<file path="src/hdl/adc_regs_params.svh">
// Register select codes, field positions, reset values and counts
`ifndef ADC_REGS_PARAMS_SVH
`define ADC_REGS_PARAMS_SVH
`define RS_STATUS      4'h0
`define RS_CONFIG      4'h1
`define RS_PORT        4'h2
`define RS_GAINCAL     4'h3
`define RS_RESULT      4'h4
`define RS_SYS_OFFSET  4'h5
`define RS_SYS_GAIN    4'h6
`define RS_SELF_OFFSET 4'h7
`define RS_SELF_GAIN   4'h8
`define RST_STATUS     8'h00
`define RST_CONFIG     8'h02
`define RST_PORT       8'h0f
`define RST_GAINCAL    8'h1e
`define RST_WIDE       24'h000000
`define CFG_LINE_FREQUENCY_BIT      7
`define CFG_UNIPOLAR   6
`define CFG_CLOCK_SOURCE_BIT     5
`define CFG_REFERENCE_BUFFER_BIT     4
`define CFG_SIGNAL_BUFFER_BIT     3
`define CFG_FORMAT     2
`define CFG_SINGLE_CYCLE_BIT     1
`define CMD_START      7
`define CMD_MODE       6
`define CMD_RW         0
`define DISCARD_COUNT  2'h3
`endif

</file>
<file path="src/hdl/adc_regs_pkg.sv">
// Types shared by the register bank modules
package adc_regs_pkg;
    typedef enum logic {
        WAIT_CMD  = 1'b0,
        MOVE_DATA = 1'b1
    } xfer_state_t;

    typedef struct packed {
        logic        sclkPrev;
        logic [7:0]  rxShift;
        logic [2:0]  rxCount;
        logic        byteDone;
        logic [7:0]  rxByte;
        logic [23:0] txShift;
        logic        txBit;
    } shifter_state_t;

    typedef struct packed {
        logic        valid;
        logic [23:0] word;
        logic        over;
        logic        under;
    } formatter_state_t;

    typedef struct packed {
        xfer_state_t xfer;
        logic [3:0]  sel;
        logic        rw;
        logic [1:0]  left;
        logic [15:0] acc;
        logic [7:0]  cfg;
        logic [7:0]  portCtrl;
        logic [7:0]  gainCal;
        logic [23:0] data;
        logic [23:0] sysOffset;
        logic [23:0] sysGain;
        logic [23:0] selfOffset;
        logic [23:0] selfGain;
        logic        sysOver;
        logic [2:0]  rate;
        logic        overFlag;
        logic        underFlag;
        logic        busy;
        logic        rdy;
        logic        readPending;
        logic [1:0]  discardCnt;
        logic        load;
        logic [23:0] loadWord;
        logic        dout;
        logic        doutOeN;
        logic [3:0]  gpioOut;
        logic [3:0]  gpioOeN;
    } bank_state_t;
endpackage

</file>
<file path="src/hdl/spi_shifter.sv">
// Serial byte receiver and word transmitter, sclk sampled on clk
`timescale 1ns/1ps
`default_nettype none
module spi_shifter
    import adc_regs_pkg::*;
(
    input  wire logic        clk,      // System clock
    input  wire logic        rst,      // Sync reset, active high
    input  wire logic        csN,      // Chip select, active low
    input  wire logic        sclk,     // Serial clock level
    input  wire logic        din,      // Serial data in
    input  wire logic        load,     // Load transmit word
    input  wire logic [23:0] loadWord, // Word to send, MSB first
    output logic             byteDone, // Pulse: byte received
    output logic [7:0]       rxByte,   // Last received byte
    output logic             txBit     // Current outgoing bit
);
    shifter_state_t cur;
    shifter_state_t next;

    // Sample on rising sclk, present next bit on falling sclk
    always_comb begin
        next = cur;
        next.sclkPrev = sclk;
        next.byteDone = 1'b0;
        if (csN) begin
            next.rxCount = 3'h0;
        end else if (sclk && !cur.sclkPrev) begin
            next.rxShift = {cur.rxShift[6:0], din};
            next.rxCount = cur.rxCount + 3'h1;
            if (cur.rxCount == 3'h7) begin
                next.byteDone = 1'b1;
                next.rxByte = {cur.rxShift[6:0], din};
            end
        end else if (!sclk && cur.sclkPrev) begin
            next.txBit = cur.txShift[23];
            next.txShift = {cur.txShift[22:0], 1'b0};
        end
        // Load wins: it lands while sclk is still high after the byte
        if (load) begin
            next.txShift = loadWord;
        end
    end

    always_ff @(posedge clk) begin
        if (rst) begin
            cur <= '0;
        end else begin
            cur <= next;
        end
    end

    assign byteDone = cur.byteDone;
    assign rxByte = cur.rxByte;
    assign txBit = cur.txBit;
endmodule
`default_nettype wire

</file>
<file path="src/hdl/result_formatter.sv">
// Clips a raw result to full scale and codes it for the output
`timescale 1ns/1ps
`default_nettype none
module result_formatter
    import adc_regs_pkg::*;
#(
    parameter int RAW_W = 26
) (
    input  wire logic                    clk,       // System clock
    input  wire logic                    rst,       // Sync reset
    input  wire logic                    rawValid,  // Pulse: raw result
    input  wire logic signed [RAW_W-1:0] raw,       // Raw signed result
    input  wire logic                    unipolar,  // Unipolar range
    input  wire logic                    offsetBin, // Bipolar offset binary
    output logic                         valid,     // Pulse: coded word
    output logic [23:0]                  word,      // Coded, clipped word
    output logic                         over,      // Clipped at maximum
    output logic                         under      // Clipped at minimum
);
    localparam logic signed [RAW_W-1:0] UNI_MAX = {{(RAW_W-24){1'b0}}, 24'hffffff};
    localparam logic signed [RAW_W-1:0] BIP_MAX = {{(RAW_W-23){1'b0}}, 23'h7fffff};
    localparam logic signed [RAW_W-1:0] BIP_MIN = {{(RAW_W-23){1'b1}}, 23'h000000};

    formatter_state_t cur;
    formatter_state_t next;
    logic signed [RAW_W-1:0] hi;
    logic signed [RAW_W-1:0] lo;
    logic signed [RAW_W-1:0] clip;

    // Range limits follow the polarity bit
    always_comb begin
        hi = unipolar ? UNI_MAX : BIP_MAX;
        lo = unipolar ? '0 : BIP_MIN;
        clip = raw;
        next = cur;
        next.valid = rawValid;
        if (rawValid) begin
            next.over = raw > hi;
            next.under = raw < lo;
            if (raw > hi) begin
                clip = hi;
            end else if (raw < lo) begin
                clip = lo;
            end
            next.word = clip[23:0];
            // Offset binary is two's complement with the sign flipped
            if (!unipolar && offsetBin) begin
                next.word[23] = ~clip[23];
            end
        end
    end

    always_ff @(posedge clk) begin
        if (rst) begin
            cur <= '0;
        end else begin
            cur <= next;
        end
    end

    assign valid = cur.valid;
    assign word = cur.word;
    assign over = cur.over;
    assign under = cur.under;
endmodule
`default_nettype wire

</file>
<file path="src/hdl/adc_register_bank.sv">
// Register bank of the converter, reached over the serial port
`timescale 1ns/1ps
`default_nettype none
`include "adc_regs_params.svh"
// Contract
// - Decode select codes 0..8; 0..3 are bytes, 4..8 are 24-bit words.
// - Status at 0 and result at 4 are read-only; others read and write.
// - Flag system gain overrange when a system gain calibration overranges.
// - Rate field shows rate of held result or of last calibration.
// - Result above maximum is clipped and sets overrange; cleared in range.
// - Result below minimum is clipped and sets underrange; cleared in range.
// - Busy flag follows modulator activity: conversion or calibration.
// - Ready flag sets on a new result and stays set until cleared.
// - Result read clears ready once a later conversion has begun.
// - Line-frequency bit picks 50Hz rates when 1, 60Hz when 0.
// - Polarity bit picks unipolar range when 1, bipolar when 0.
// - Clock-source bit picks external clock when 1, internal when 0.
// - Reference-buffer bit enables buffers when 1, bypasses when 0.
// - Signal-buffer bit enables input buffer when 1, bypasses when 0.
// - Bipolar: format 0 two's complement, 1 offset binary; unipolar straight.
// - Single-cycle bit 1 converts once then sleeps; 0 converts continuously.
// - Continuous mode discards the first three results after a start.
// - Continuous mode marks end of conversion by a 0 to 1 on ready/data.
// - Port control byte sets direction and output value of each port pin.
// - Command byte with mode bit 1 is a register access with select and R/W.
// - Result read shifts 24 bits MSB first on ready/data.
module adc_register_bank
    import adc_regs_pkg::*;
#(
    parameter int RAW_W = 26
) (
    input  wire logic                    clk,         // System clock
    input  wire logic                    rst,         // Sync reset
    input  wire logic                    csN,         // Chip select, low
    input  wire logic                    sclk,        // Serial clock
    input  wire logic                    din,         // Serial data in
    output logic                         rdyDout,     // Ready / data out
    output logic                         rdyDoutOeN,  // Low drives rdyDout
    input  wire logic [3:0]              gpioIn,      // Port pin levels
    output logic [3:0]                   gpioOut,     // Port pin drive
    output logic [3:0]                   gpioOeN,     // Low drives pin
    input  wire logic                    rawValid,    // Pulse: raw result
    input  wire logic signed [RAW_W-1:0] rawResult,   // Raw result
    input  wire logic [2:0]              resultRate,  // Rate of result/cal
    input  wire logic                    convStarted, // Pulse: conv begun
    input  wire logic                    modBusy,     // Modulator active
    input  wire logic                    calDone,     // Pulse: cal finished
    input  wire logic                    sysGainOver, // Cal overranged
    output logic                         lineFreq50,  // 50Hz rate set
    output logic                         unipolar,    // Unipolar range
    output logic                         extClkSel,   // External clock
    output logic                         refBufEn,    // Reference buffers
    output logic                         sigBufEn,    // Signal buffer
    output logic                         singleCycle, // One-shot mode
    output logic [7:0]                   gainCalSel   // Gain and cal select
);
    bank_state_t cur;
    bank_state_t next;
    logic        byteDone;
    logic [7:0]  rxByte;
    logic        txBit;
    logic        fmtValid;
    logic [23:0] fmtWord;
    logic        fmtOver;
    logic        fmtUnder;
    logic        accept;
    logic        dataReadDone;
    logic        rdyInd;
    logic [23:0] wrWord;
    logic [23:0] readWord;
    logic [3:0]  portRead;
    logic [3:0]  cmdSel;
    logic        cmdWide;

    spi_shifter u_shifter (
        .clk      (clk),
        .rst      (rst),
        .csN      (csN),
        .sclk     (sclk),
        .din      (din),
        .load     (cur.load),
        .loadWord (cur.loadWord),
        .byteDone (byteDone),
        .rxByte   (rxByte),
        .txBit    (txBit)
    );

    result_formatter #(
        .RAW_W (RAW_W)
    ) u_formatter (
        .clk       (clk),
        .rst       (rst),
        .rawValid  (rawValid),
        .raw       (rawResult),
        .unipolar  (cur.cfg[`CFG_UNIPOLAR]),
        .offsetBin (cur.cfg[`CFG_FORMAT]),
        .valid     (fmtValid),
        .word      (fmtWord),
        .over      (fmtOver),
        .under     (fmtUnder)
    );

    // Inputs read back the pin, outputs read back the driven value
    genvar i;
    generate
        for (i = 0; i < 4; i++) begin : g_port
            assign portRead[i] = cur.portCtrl[4+i] ? cur.portCtrl[i] : gpioIn[i];
        end
    endgenerate

    // Results during the filter settling window are dropped
    assign accept = fmtValid && (cur.discardCnt == 2'h0);
    // Continuous mode shows ready high at end of conversion
    assign rdyInd = cur.cfg[`CFG_SINGLE_CYCLE_BIT] ? ~cur.rdy : cur.rdy;
    assign wrWord = {cur.acc, rxByte};
    assign cmdSel = rxByte[4:1];
    assign cmdWide = (cmdSel >= `RS_RESULT) && (cmdSel <= `RS_SELF_GAIN);

    // Read data, MSB aligned so byte registers leave first
    always_comb begin
        if (cmdSel == `RS_STATUS) begin
            readWord = {cur.sysOver, cur.rate, cur.overFlag, cur.underFlag,
                        cur.busy, cur.rdy, 16'h0000};
        end else if (cmdSel == `RS_CONFIG) begin
            readWord = {cur.cfg, 16'h0000};
        end else if (cmdSel == `RS_PORT) begin
            readWord = {cur.portCtrl[7:4], portRead, 16'h0000};
        end else if (cmdSel == `RS_GAINCAL) begin
            readWord = {cur.gainCal, 16'h0000};
        end else if (cmdSel == `RS_RESULT) begin
            readWord = cur.data;
        end else if (cmdSel == `RS_SYS_OFFSET) begin
            readWord = cur.sysOffset;
        end else if (cmdSel == `RS_SYS_GAIN) begin
            readWord = cur.sysGain;
        end else if (cmdSel == `RS_SELF_OFFSET) begin
            readWord = cur.selfOffset;
        end else if (cmdSel == `RS_SELF_GAIN) begin
            readWord = cur.selfGain;
        end else begin
            readWord = 24'h000000;
        end
    end

    // Transfer sequencing, register writes and status upkeep
    always_comb begin
        next = cur;
        next.load = 1'b0;
        dataReadDone = 1'b0;
        if (csN) begin
            next.xfer = WAIT_CMD;
            next.doutOeN = 1'b1;
            next.dout = rdyInd;
        end else begin
            next.doutOeN = 1'b0;
            case (cur.xfer)
                WAIT_CMD: begin
                    next.dout = rdyInd;
                    // Conversion commands belong to the sequencer, not here
                    if (byteDone && rxByte[`CMD_START] && rxByte[`CMD_MODE]) begin
                        next.sel = cmdSel;
                        next.rw = rxByte[`CMD_RW];
                        next.left = cmdWide ? 2'h2 : 2'h0;
                        next.acc = 16'h0000;
                        next.xfer = MOVE_DATA;
                        if (rxByte[`CMD_RW]) begin
                            next.load = 1'b1;
                            next.loadWord = readWord;
                        end
                    end
                end
                MOVE_DATA: begin
                    next.dout = cur.rw ? txBit : rdyInd;
                    if (byteDone) begin
                        next.acc = wrWord[15:0];
                        if (cur.left != 2'h0) begin
                            next.left = cur.left - 2'h1;
                        end else begin
                            next.xfer = WAIT_CMD;
                            if (cur.rw) begin
                                dataReadDone = (cur.sel == `RS_RESULT);
                            end else if (cur.sel == `RS_CONFIG) begin
                                next.cfg = {wrWord[7:1], 1'b0};
                            end else if (cur.sel == `RS_PORT) begin
                                next.portCtrl = wrWord[7:0];
                                next.gpioOut = wrWord[3:0];
                                next.gpioOeN = ~wrWord[7:4];
                            end else if (cur.sel == `RS_GAINCAL) begin
                                next.gainCal = wrWord[7:0];
                            end else if (cur.sel == `RS_SYS_OFFSET) begin
                                next.sysOffset = wrWord;
                            end else if (cur.sel == `RS_SYS_GAIN) begin
                                next.sysGain = wrWord;
                            end else if (cur.sel == `RS_SELF_OFFSET) begin
                                next.selfOffset = wrWord;
                            end else if (cur.sel == `RS_SELF_GAIN) begin
                                next.selfGain = wrWord;
                            end
                            // Status, result and unmapped codes drop the write
                        end
                    end
                end
                default: begin
                    next.xfer = WAIT_CMD;
                end
            endcase
        end

        next.busy = modBusy;
        if (calDone) begin
            next.rate = resultRate;
            next.sysOver = sysGainOver;
        end

        // Settling count restarts with each continuous start
        if (convStarted) begin
            next.discardCnt = cur.cfg[`CFG_SINGLE_CYCLE_BIT] ? 2'h0 : `DISCARD_COUNT;
        end else if (fmtValid && cur.discardCnt != 2'h0) begin
            next.discardCnt = cur.discardCnt - 2'h1;
        end

        // A read before the next start only arms the clear
        if (convStarted && cur.readPending) begin
            next.rdy = 1'b0;
            next.readPending = 1'b0;
        end
        if (dataReadDone) begin
            if (cur.busy) begin
                next.rdy = 1'b0;
                next.readPending = 1'b0;
            end else begin
                next.readPending = 1'b1;
            end
        end
        // A new result comes last so it wins over any clear
        if (accept) begin
            next.data = fmtWord;
            next.overFlag = fmtOver;
            next.underFlag = fmtUnder;
            next.rate = resultRate;
            next.rdy = 1'b1;
            next.readPending = 1'b0;
        end
    end

    always_ff @(posedge clk) begin
        if (rst) begin
            cur <= '0;
            cur.cfg <= `RST_CONFIG;
            cur.portCtrl <= `RST_PORT;
            cur.gainCal <= `RST_GAINCAL;
            cur.gpioOut <= 4'hf;
            cur.gpioOeN <= 4'hf;
            cur.doutOeN <= 1'b1;
            cur.dout <= 1'b1;
        end else begin
            cur <= next;
        end
    end

    // Configuration straight from the held register bits
    assign lineFreq50 = cur.cfg[`CFG_LINE_FREQUENCY_BIT];
    assign unipolar = cur.cfg[`CFG_UNIPOLAR];
    assign extClkSel = cur.cfg[`CFG_CLOCK_SOURCE_BIT];
    assign refBufEn = cur.cfg[`CFG_REFERENCE_BUFFER_BIT];
    assign sigBufEn = cur.cfg[`CFG_SIGNAL_BUFFER_BIT];
    assign singleCycle = cur.cfg[`CFG_SINGLE_CYCLE_BIT];
    assign gainCalSel = cur.gainCal;
    assign gpioOut = cur.gpioOut;
    assign gpioOeN = cur.gpioOeN;
    assign rdyDout = cur.dout;
    assign rdyDoutOeN = cur.doutOeN;
endmodule
`default_nettype wire

</file>
<file path="config.mk">
export PLATFORM = sky130hd
export DESIGN_NAME = adc_register_bank
export DESIGN_NICKNAME = d
export VERILOG_FILES = /design/src/hdl/adc_regs_pkg.sv /design/src/hdl/spi_shifter.sv /design/src/hdl/result_formatter.sv /design/src/hdl/adc_register_bank.sv
export VERILOG_INCLUDE_DIRS = /design/src /design/src/hdl
export SDC_FILE = /design/constraint.sdc
export NUM_CORES = 1
export LEC_CHECK = 0
export BUFFER_PORTS_ARGS = -buffer_cell sky130_fd_sc_hd__buf_2
export CAP_MARGIN = 20
export CORE_MARGIN = 5
export CORE_UTILIZATION = 40
export DETAILED_ROUTE_END_ITERATION = 10
export GPL_TIMING_DRIVEN = 0
export PLACE_DENSITY = 0.61
export SLEW_MARGIN = 20
export SYNTH_ARGS = -nofsm -noshare
export SYNTH_HDL_FRONTEND = slang
export SYNTH_HIERARCHICAL = 1
export SYNTH_SLANG_ARGS = --single-unit
export TNS_END_PERCENT = 20
</file>
<file path="constraint.sdc">
create_clock -name clk -period 6.35 [get_ports clk]
set_clock_uncertainty 0.15 [all_clocks]
set_input_delay 0.9525 -clock clk [delete_from_list [all_inputs] [get_ports clk]]
set_output_delay 0.9525 -clock clk [all_outputs]
set_load 0.01 [all_outputs]
</file>
==> qor.yml, run 1 <==
job:
  cap_violations: 0
logic_synthesis:
  synth_compound_area_share_pct: 20.80
  yosysMostFrequentCell: "dfxtp_1"
  synthFlopType: "dfxtp_1"
  synth-simple-area-share_pct: 18.41
  synthTopCellsByArea: "dfxtp_1 45%, a21oi_1 8.9%, nand2_1 8.3%, mux2i_1 6.2%, nor2_1 3.5%"
  synthXorXnorAreaFrac_pct: 0.2105
  yosysSeqAreaShare_pct: 45.07
  yosysTopAreaCellShare_pct: 45.07
  yosysTopAreaCell: "dfxtp_1"
  syn_nets: 1522
  avgSynthCellArea_um2: 8.485
  ys_ff_latch: 281
  synth.area.mux_share_pct: 6.897
  synth_adder_area_share_pct: 0.8020
  synth_common_cells: "281 x dfxtp_1, 277 x nand2_1, 223 x a21oi_1"
  yosys_warnings: 6
  synth_area_um2: 12480
  syn_inst: 1471
  synth-edff-count: 0
  ys_async_sr_fraction_pct: 0
  synthDistinctLibCells: 73
  synth_top_family_by_area: "compound AO/OA/AOI/OAI gates"
critical_path:
  rrSetupSlack_ps: 3650
  timing.rr.end: "cur[30]"
  crit_start: "u_shifter/rxByte[0]"
  r2r_start: "u_shifter/rxByte[0]"
  criticalPathCategory: "reg2reg"
  crit_end: "cur[30]"
  cp.required_ps: 6670
  critPathMaxFanout: 10
  crit_arrival_ps: 3030
  reg2reg_depth: 8
  end_kind: "register"
  startpoint_type: "register"
timing:
  setup_viol_count_final: 0
  min_period_ps: 2704
  hold_ws_ps: 301.9
  slew_headroom_pct: 22.23
  rsz0062_at_grt: "no"
  tightest_slew_ps: 1156
  max_freq_ghz: 0.3698
  setup_total_negative_slack_ps: 0
  slew_viol_final: 0
  hold_viol_final: 0
  period_share_pct: 42.59
clock_network:
  clockBufferDepth: 3
  worst_skew_pair.late_latency_ps: 550
  cts_setup_buffers: 0
  cts_num_sinks: 281
  cts_resized: 0
  cts_buffers: 31
  path_clk_slew_ps: 60
  cts_tree: "yes"
  cts_hold_buffers: 0
  htree_levels: 1
  clock-root-buffer: "clkbuf_16"
route:
  wl_per_cell_um: 19.11
  drc: 0
  ant_nets: 0
  dr_total_vias: 10860
  drt_iter0_drc: 857
  wl_um: 37930
  via_per_inst: 5.470
  detail_route.first_pass.iterations: 6
power_and_ir_drop:
  combPwrFrac_pct: 3.9
  p_sw_share_pct: 22.19
  p_switching_uw: 826.4
  p_seq_share_pct: 48.4
  p_int_uw: 2898
  ir_worst_vdd_uv: 174.4
  p_leak_uw: 0.005188
  clockPowerShare_pct: 47.7
  power.density_nw_per_um2: 260.4
placement:
  place_area_um2: 13300
  place_congestion: 0.9535
  hpwl_um: 27990
  port_buffers: 64
global_route:
  grt_max_degree: 16
  overflow: 0
  grt_usage_pct: 20.81
  antenna_found_initial: 0
  grt_pass1_vias: 10480
  grt_pass1_wl_um: 59460
finish:
  nFillCells: 3052
  final_area_um2: 14310
  final_net_count: 1619
  area_delta_synth_final_pct: 14.63
  num_antenna_cells: 0
  post_route_cells_drive_above_1_share_pct: 15.29
outcome:
  status: "finished clean"
floorplan:
  die-area_um2: 34830
  die_h_um: 186.6
  die_x_um: 186.6
  core-area_um2: 30670
  initial_core_util_pct: 40.69
  ioPinCount: 67
  rows: 64
min_path:
  hp-class: "reg2reg"
metrics by stage:
| stage | total power (uW) | setup WS [ps] | util (%) | std cells |
|---|---|---|---|---|
| floorplan | 1923 | 3880 | - | 1471 |
| global placement | 1982 | 3176 | 43.35 | 1931 |
| detailed placement | 1984 | 3189 | 43.35 | 1931 |
| CTS | 3751 | 3663 | 46.65 | 1985 |
| global route | 3840 | 3531 | 46.65 | 1985 |
| finish | 3725 | 3646 | 46.65 | 1985 |
cell families (layout without fill, tap and decap cells):
group / count (synthesis) / after routing
compound gates: 391 / 391
xor+xnor: 3 / 3
fa+ha+maj: 8 / 8
buf+inv: 189 / 307
flops: 281 / 281
mux: 85 / 85
simple gates: 514 / 514
how the worst min path moves through the flow:
stage	startpoint	to	slack [ps]	depth (start not counted)
floorplan	cur[42]	cur[42]	280	2
global placement	cur[120]	cur[120]	290	2
detailed placement	u_formatter/word[20]	cur[162]	290	2
CTS	cur[93]	cur[93]	300	2
global route	u_formatter/word[23]	cur[165]	310	2
finish	u_formatter/word[23]	cur[165]	300	2
registers in the layout, indices dropped and copies added (netlist names), 4 cells and up:
register,count
cur,189
u_shifter/cur,35
u_formatter/word,24
gainCalSel,8
u_shifter/rxByte,8
gpioOeN,4
layout by cell type, fill, tap and decap left out, types with 3 or more instances in the layout:
| master | n |
|---|---|
| nand2_1 | 277 |
| a221oi_1 | 5 |
| buf_4 | 33 |
| clkinv_2 | 4 |
| o22ai_1 | 14 |
| nor2_1 | 118 |
| buf_2 | 98 |
| dfxtp_1 | 281 |
| a22o_1 | 5 |
| nand4_1 | 4 |
| nor3_1 | 22 |
| ha_1 | 8 |
| o32ai_1 | 3 |
| a31oi_1 | 4 |
| a211oi_2 | 9 |
| clkbuf_8 | 8 |
| o21ai_0 | 27 |
| mux2i_1 | 77 |
| clkbuf_16 | 31 |
| buf_6 | 13 |
| inv_1 | 38 |
| a211o_1 | 15 |
| a221oi_2 | 19 |
| buf_1 | 5 |
| a211oi_1 | 22 |
| nor2b_1 | 16 |
| clkbuf_1 | 71 |
| nor4_1 | 4 |
| a21oi_1 | 223 |
| xnor2_1 | 3 |
| a32o_1 | 17 |
| a22oi_1 | 4 |
| o21a_1 | 3 |
| nor3b_1 | 5 |
| and3_1 | 5 |
| a221o_1 | 4 |
| and3b_1 | 3 |
| nand2b_1 | 10 |
| nand3_1 | 24 |
| mux2_2 | 8 |
routing by layer:
layer	part of all wire (%)	routed length [um]	track usage [%]	up-vias
met1	45	16930	28.78	5141
li1	-	-	-	5283
met5	0	0	0	-
met2	45	17140	33.75	363
met4	2.3	881	5.045	0
met3	7.8	2977	3.999	71
cell type report:
type                            instances  area [um2]  share of cell area, %
Multi-Input combinational cell       1001        5881                  41.11
Sequential cell                       281        5625                  39.32
Clock buffer                           46       912.1                  6.376
Buffer                                150       828.3                  5.790
Tap cell                              396       495.5                  3.463
Timing Repair Buffer                   64       320.3                  2.239
Inverter                               39       146.4                  1.023
Clock inverter                          8       97.59                 0.6822
critical path: stages (launching register included):
cell and delay [ps]:
dfxtp_1 330, buf_4 100, clkbuf_1 480, and3b_1 260
nand2_1 240, clkbuf_1 350, a211oi_1 340, o21ai_0 200
a21oi_1 160
power by group through the flow:
| stage | clock (uW) | sequential (uW) | combinational (uW) |
|---|---|---|---|
| 6_report | 1780 | 1800 | 145 |
| 5_1_grt | 1880 | 1800 | 159 |
| 4_1_cts | 1800 | 1800 | 145 |
| 3_5_place_dp | 0 | 1840 | 144 |
| 3_3_place_gp | 0 | 1840 | 142 |
| 2_1_floorplan | 0 | 1830 | 89.6 |
(Power assumes the default switching activity.)
==> inputs of run 2 (changes only) <==
--- a/config.mk
+++ b/config.mk
@@ -12,7 +12,7 @@
 export CORE_UTILIZATION = 40
 export DETAILED_ROUTE_END_ITERATION = 10
 export GPL_TIMING_DRIVEN = 0
-export PLACE_DENSITY = 0.61
+export PLACE_DENSITY = 0.63
 export SLEW_MARGIN = 20
 export SYNTH_ARGS = -nofsm -noshare
 export SYNTH_HDL_FRONTEND = slang
==> constraint.sdc (replaced) <==
create_clock -name clk -period 2.2 [get_ports clk]
set_clock_uncertainty 0.15 [all_clocks]
set_input_delay 0.33 -clock clk [delete_from_list [all_inputs] [get_ports clk]]
set_output_delay 0.33 -clock clk [all_outputs]
set_load 0.01 [all_outputs]
==> run 2 against run 1 <==
  * Power rose to 2.9 times the previous value
  * Critical path depth did not move
  * Sequential cell count did not move
  * Combinational power rose to 3.1 times the previous value
  * Setup slack got worse by 3600 ps
  * Worst hold slack got worse by 300 ps
  * First-iteration DRC count rose by 3.5%
  * Utilization rose by 1.2 points
  * Critical path type unchanged
==> qor.yml, run 2 (same netlist as run 1, synthesis figures left out) <==
clock_network:
  cts_buffers: 29
  worst_skew_pair.late_latency_ps: 550
  cts_num_sinks: 281
  cts_tree: "yes"
  clockBufferDepth: 3
  htree_levels: 1
  clock-root-buffer: "clkbuf_16"
  path_clk_slew_ps: 60
power_and_ir_drop:
  clockPowerShare_pct: 47.4
  combPwrFrac_pct: 4.2
  p_int_uw: 8370
  p_seq_share_pct: 48.4
  p_switching_uw: 2360
  ir_worst_vdd_uv: 486.9
  p_leak_uw: 0.005355
  p_sw_share_pct: 22.00
  power.density_nw_per_um2: 731.3
timing:
  slew_headroom_pct: 40.46
  tightest_slew_ps: 893.1
  max_freq_ghz: 0.4556
  min_period_ps: 2195
  slew_viol_final: 0
  hold_viol_final: 0
  setup_viol_count_final: 0
  period_share_pct: 99.76
  rsz0062_at_grt: "yes"
  final.setup.worst_slack_ps: 5.316
route:
  wl_per_cell_um: 19.33
  ant_nets: 0
  detail_route.first_pass.iterations: 5
  drt_iter0_drc: 887
  dr_total_vias: 11060
  drc: 0
  via_per_inst: 5.533
  wl_um: 38640
job:
  cap_violations: 0
global_route:
  grt_pass1_wl_um: 60050
  overflow: 0
  antenna_found_initial: 0
  grt_max_degree: 16
  grt_usage_pct: 21.13
  grt_pass1_vias: 10420
finish:
  fin_util_pct: 47.85
  most-common-layout-cells: "279 x dfxtp_1, 276 x nand2_1, 222 x a21oi_1"
  regMostFlops: "cur"
  largest_register_ff_count: 189
  num_antenna_cells: 0
  area_delta_synth_final_pct: 17.57
  final_net_count: 1633
  post_route_cells_drive_above_1_share_pct: 17.84
  final_common_cell: "dfxtp_1"
outcome:
  status: "finished clean"
placement:
  port_buffers: 64
  place_congestion: 0.9331
  pre_cts_slack_ps: -524.6
  hpwl_um: 28050
critical_path:
  end_kind: "register"
  r2r_start: "u_shifter/rxByte[7]"
  crit_arrival_ps: 2510
  criticalPathCategory: "reg2reg"
  cp.required_ps: 2510
  startpoint_type: "register"
  crit_start: "u_shifter/rxByte[7]"
  critPathMaxFanout: 10
floorplan:
  die_h_um: 186.6
  die-area_um2: 34830
  initial_core_util_pct: 40.69
  core-area_um2: 30670
  die_x_um: 186.6
  ioPinCount: 67
  rows: 64
min_path:
  hp-class: "in2reg"
  hp-start: "rawResult[17]"
## run 2: per-stage QoR
step	power (uW)	cells	cell area, um2	TNS (ps)	hold WS [ps]
global route	11060	1999	14670	-938.9	16.99
global placement	5721	1931	13300	-41160	289.5
finish	10730	1999	14670	0	1.114
CTS	10780	1996	14530	-11.14	0.7023
detailed placement	5726	1931	13300	-40740	293.8
floorplan	5551	1471	12480	0	257.4
## run 2: layer usage
metal / track usage, % / vias up / routed length (um)
li1: - / 5305 / -
met1: 29.86 / 5306 / 17030
met2: 33.53 / 377 / 17440
met3: 3.737 / 72 / 3106
met4: 5.577 / 0 / 1056
met5: 0 / - / 0
## run 2: repair_timing
item,4_1_cts,5_1_grt
setup endpoints to repair,79,141
resized for setup,31,50
cloned,0,0
setup buffers,2,3
hold endpoints to repair,21,0
pin swaps,0,5
hold buffers,15,0
## run 2: cell type report
type	instances	area, um2
clock inverter	10	127.6
buffer	146	884.6
multi-input combinational	1001	6017
tap	396	495.5
fill	3001	16000
inverter	39	146.4
clock buffer	42	864.6
sequential	281	5630
timing repair buffer	84	508.0
## run 2: worst paths after layout
check	slack [ps]	endpoint	cells after the start
worst max-delay path	5	cur[30]	8
worst min-delay path	1	u_formatter/word[17]	3
worst max register to register	5	cur[30]	8
worst min register to register	300	cur[165]	2
## run 2: power groups by stage
| stage | registers (uW) | clock network [uW] | logic, uW |
|---|---|---|---|
| after floorplan | 5290 | 0 | 259 |
| final | 5200 | 5080 | 450 |
| after detailed placement | 5310 | 0 | 415 |
| after global placement | 5310 | 0 | 411 |
| after global routing | 5200 | 5370 | 492 |
| after CTS | 5200 | 5140 | 440 |
## run 2: critical path, stage by stage, from the launching register on
cell	delay (ps)
dfxtp_1	340
buf_4	230
and3b_1	180
clkbuf_2	160
nand2_2	190
buf_4	250
a211oi_1	280
o21ai_1	180
a21oi_1	150
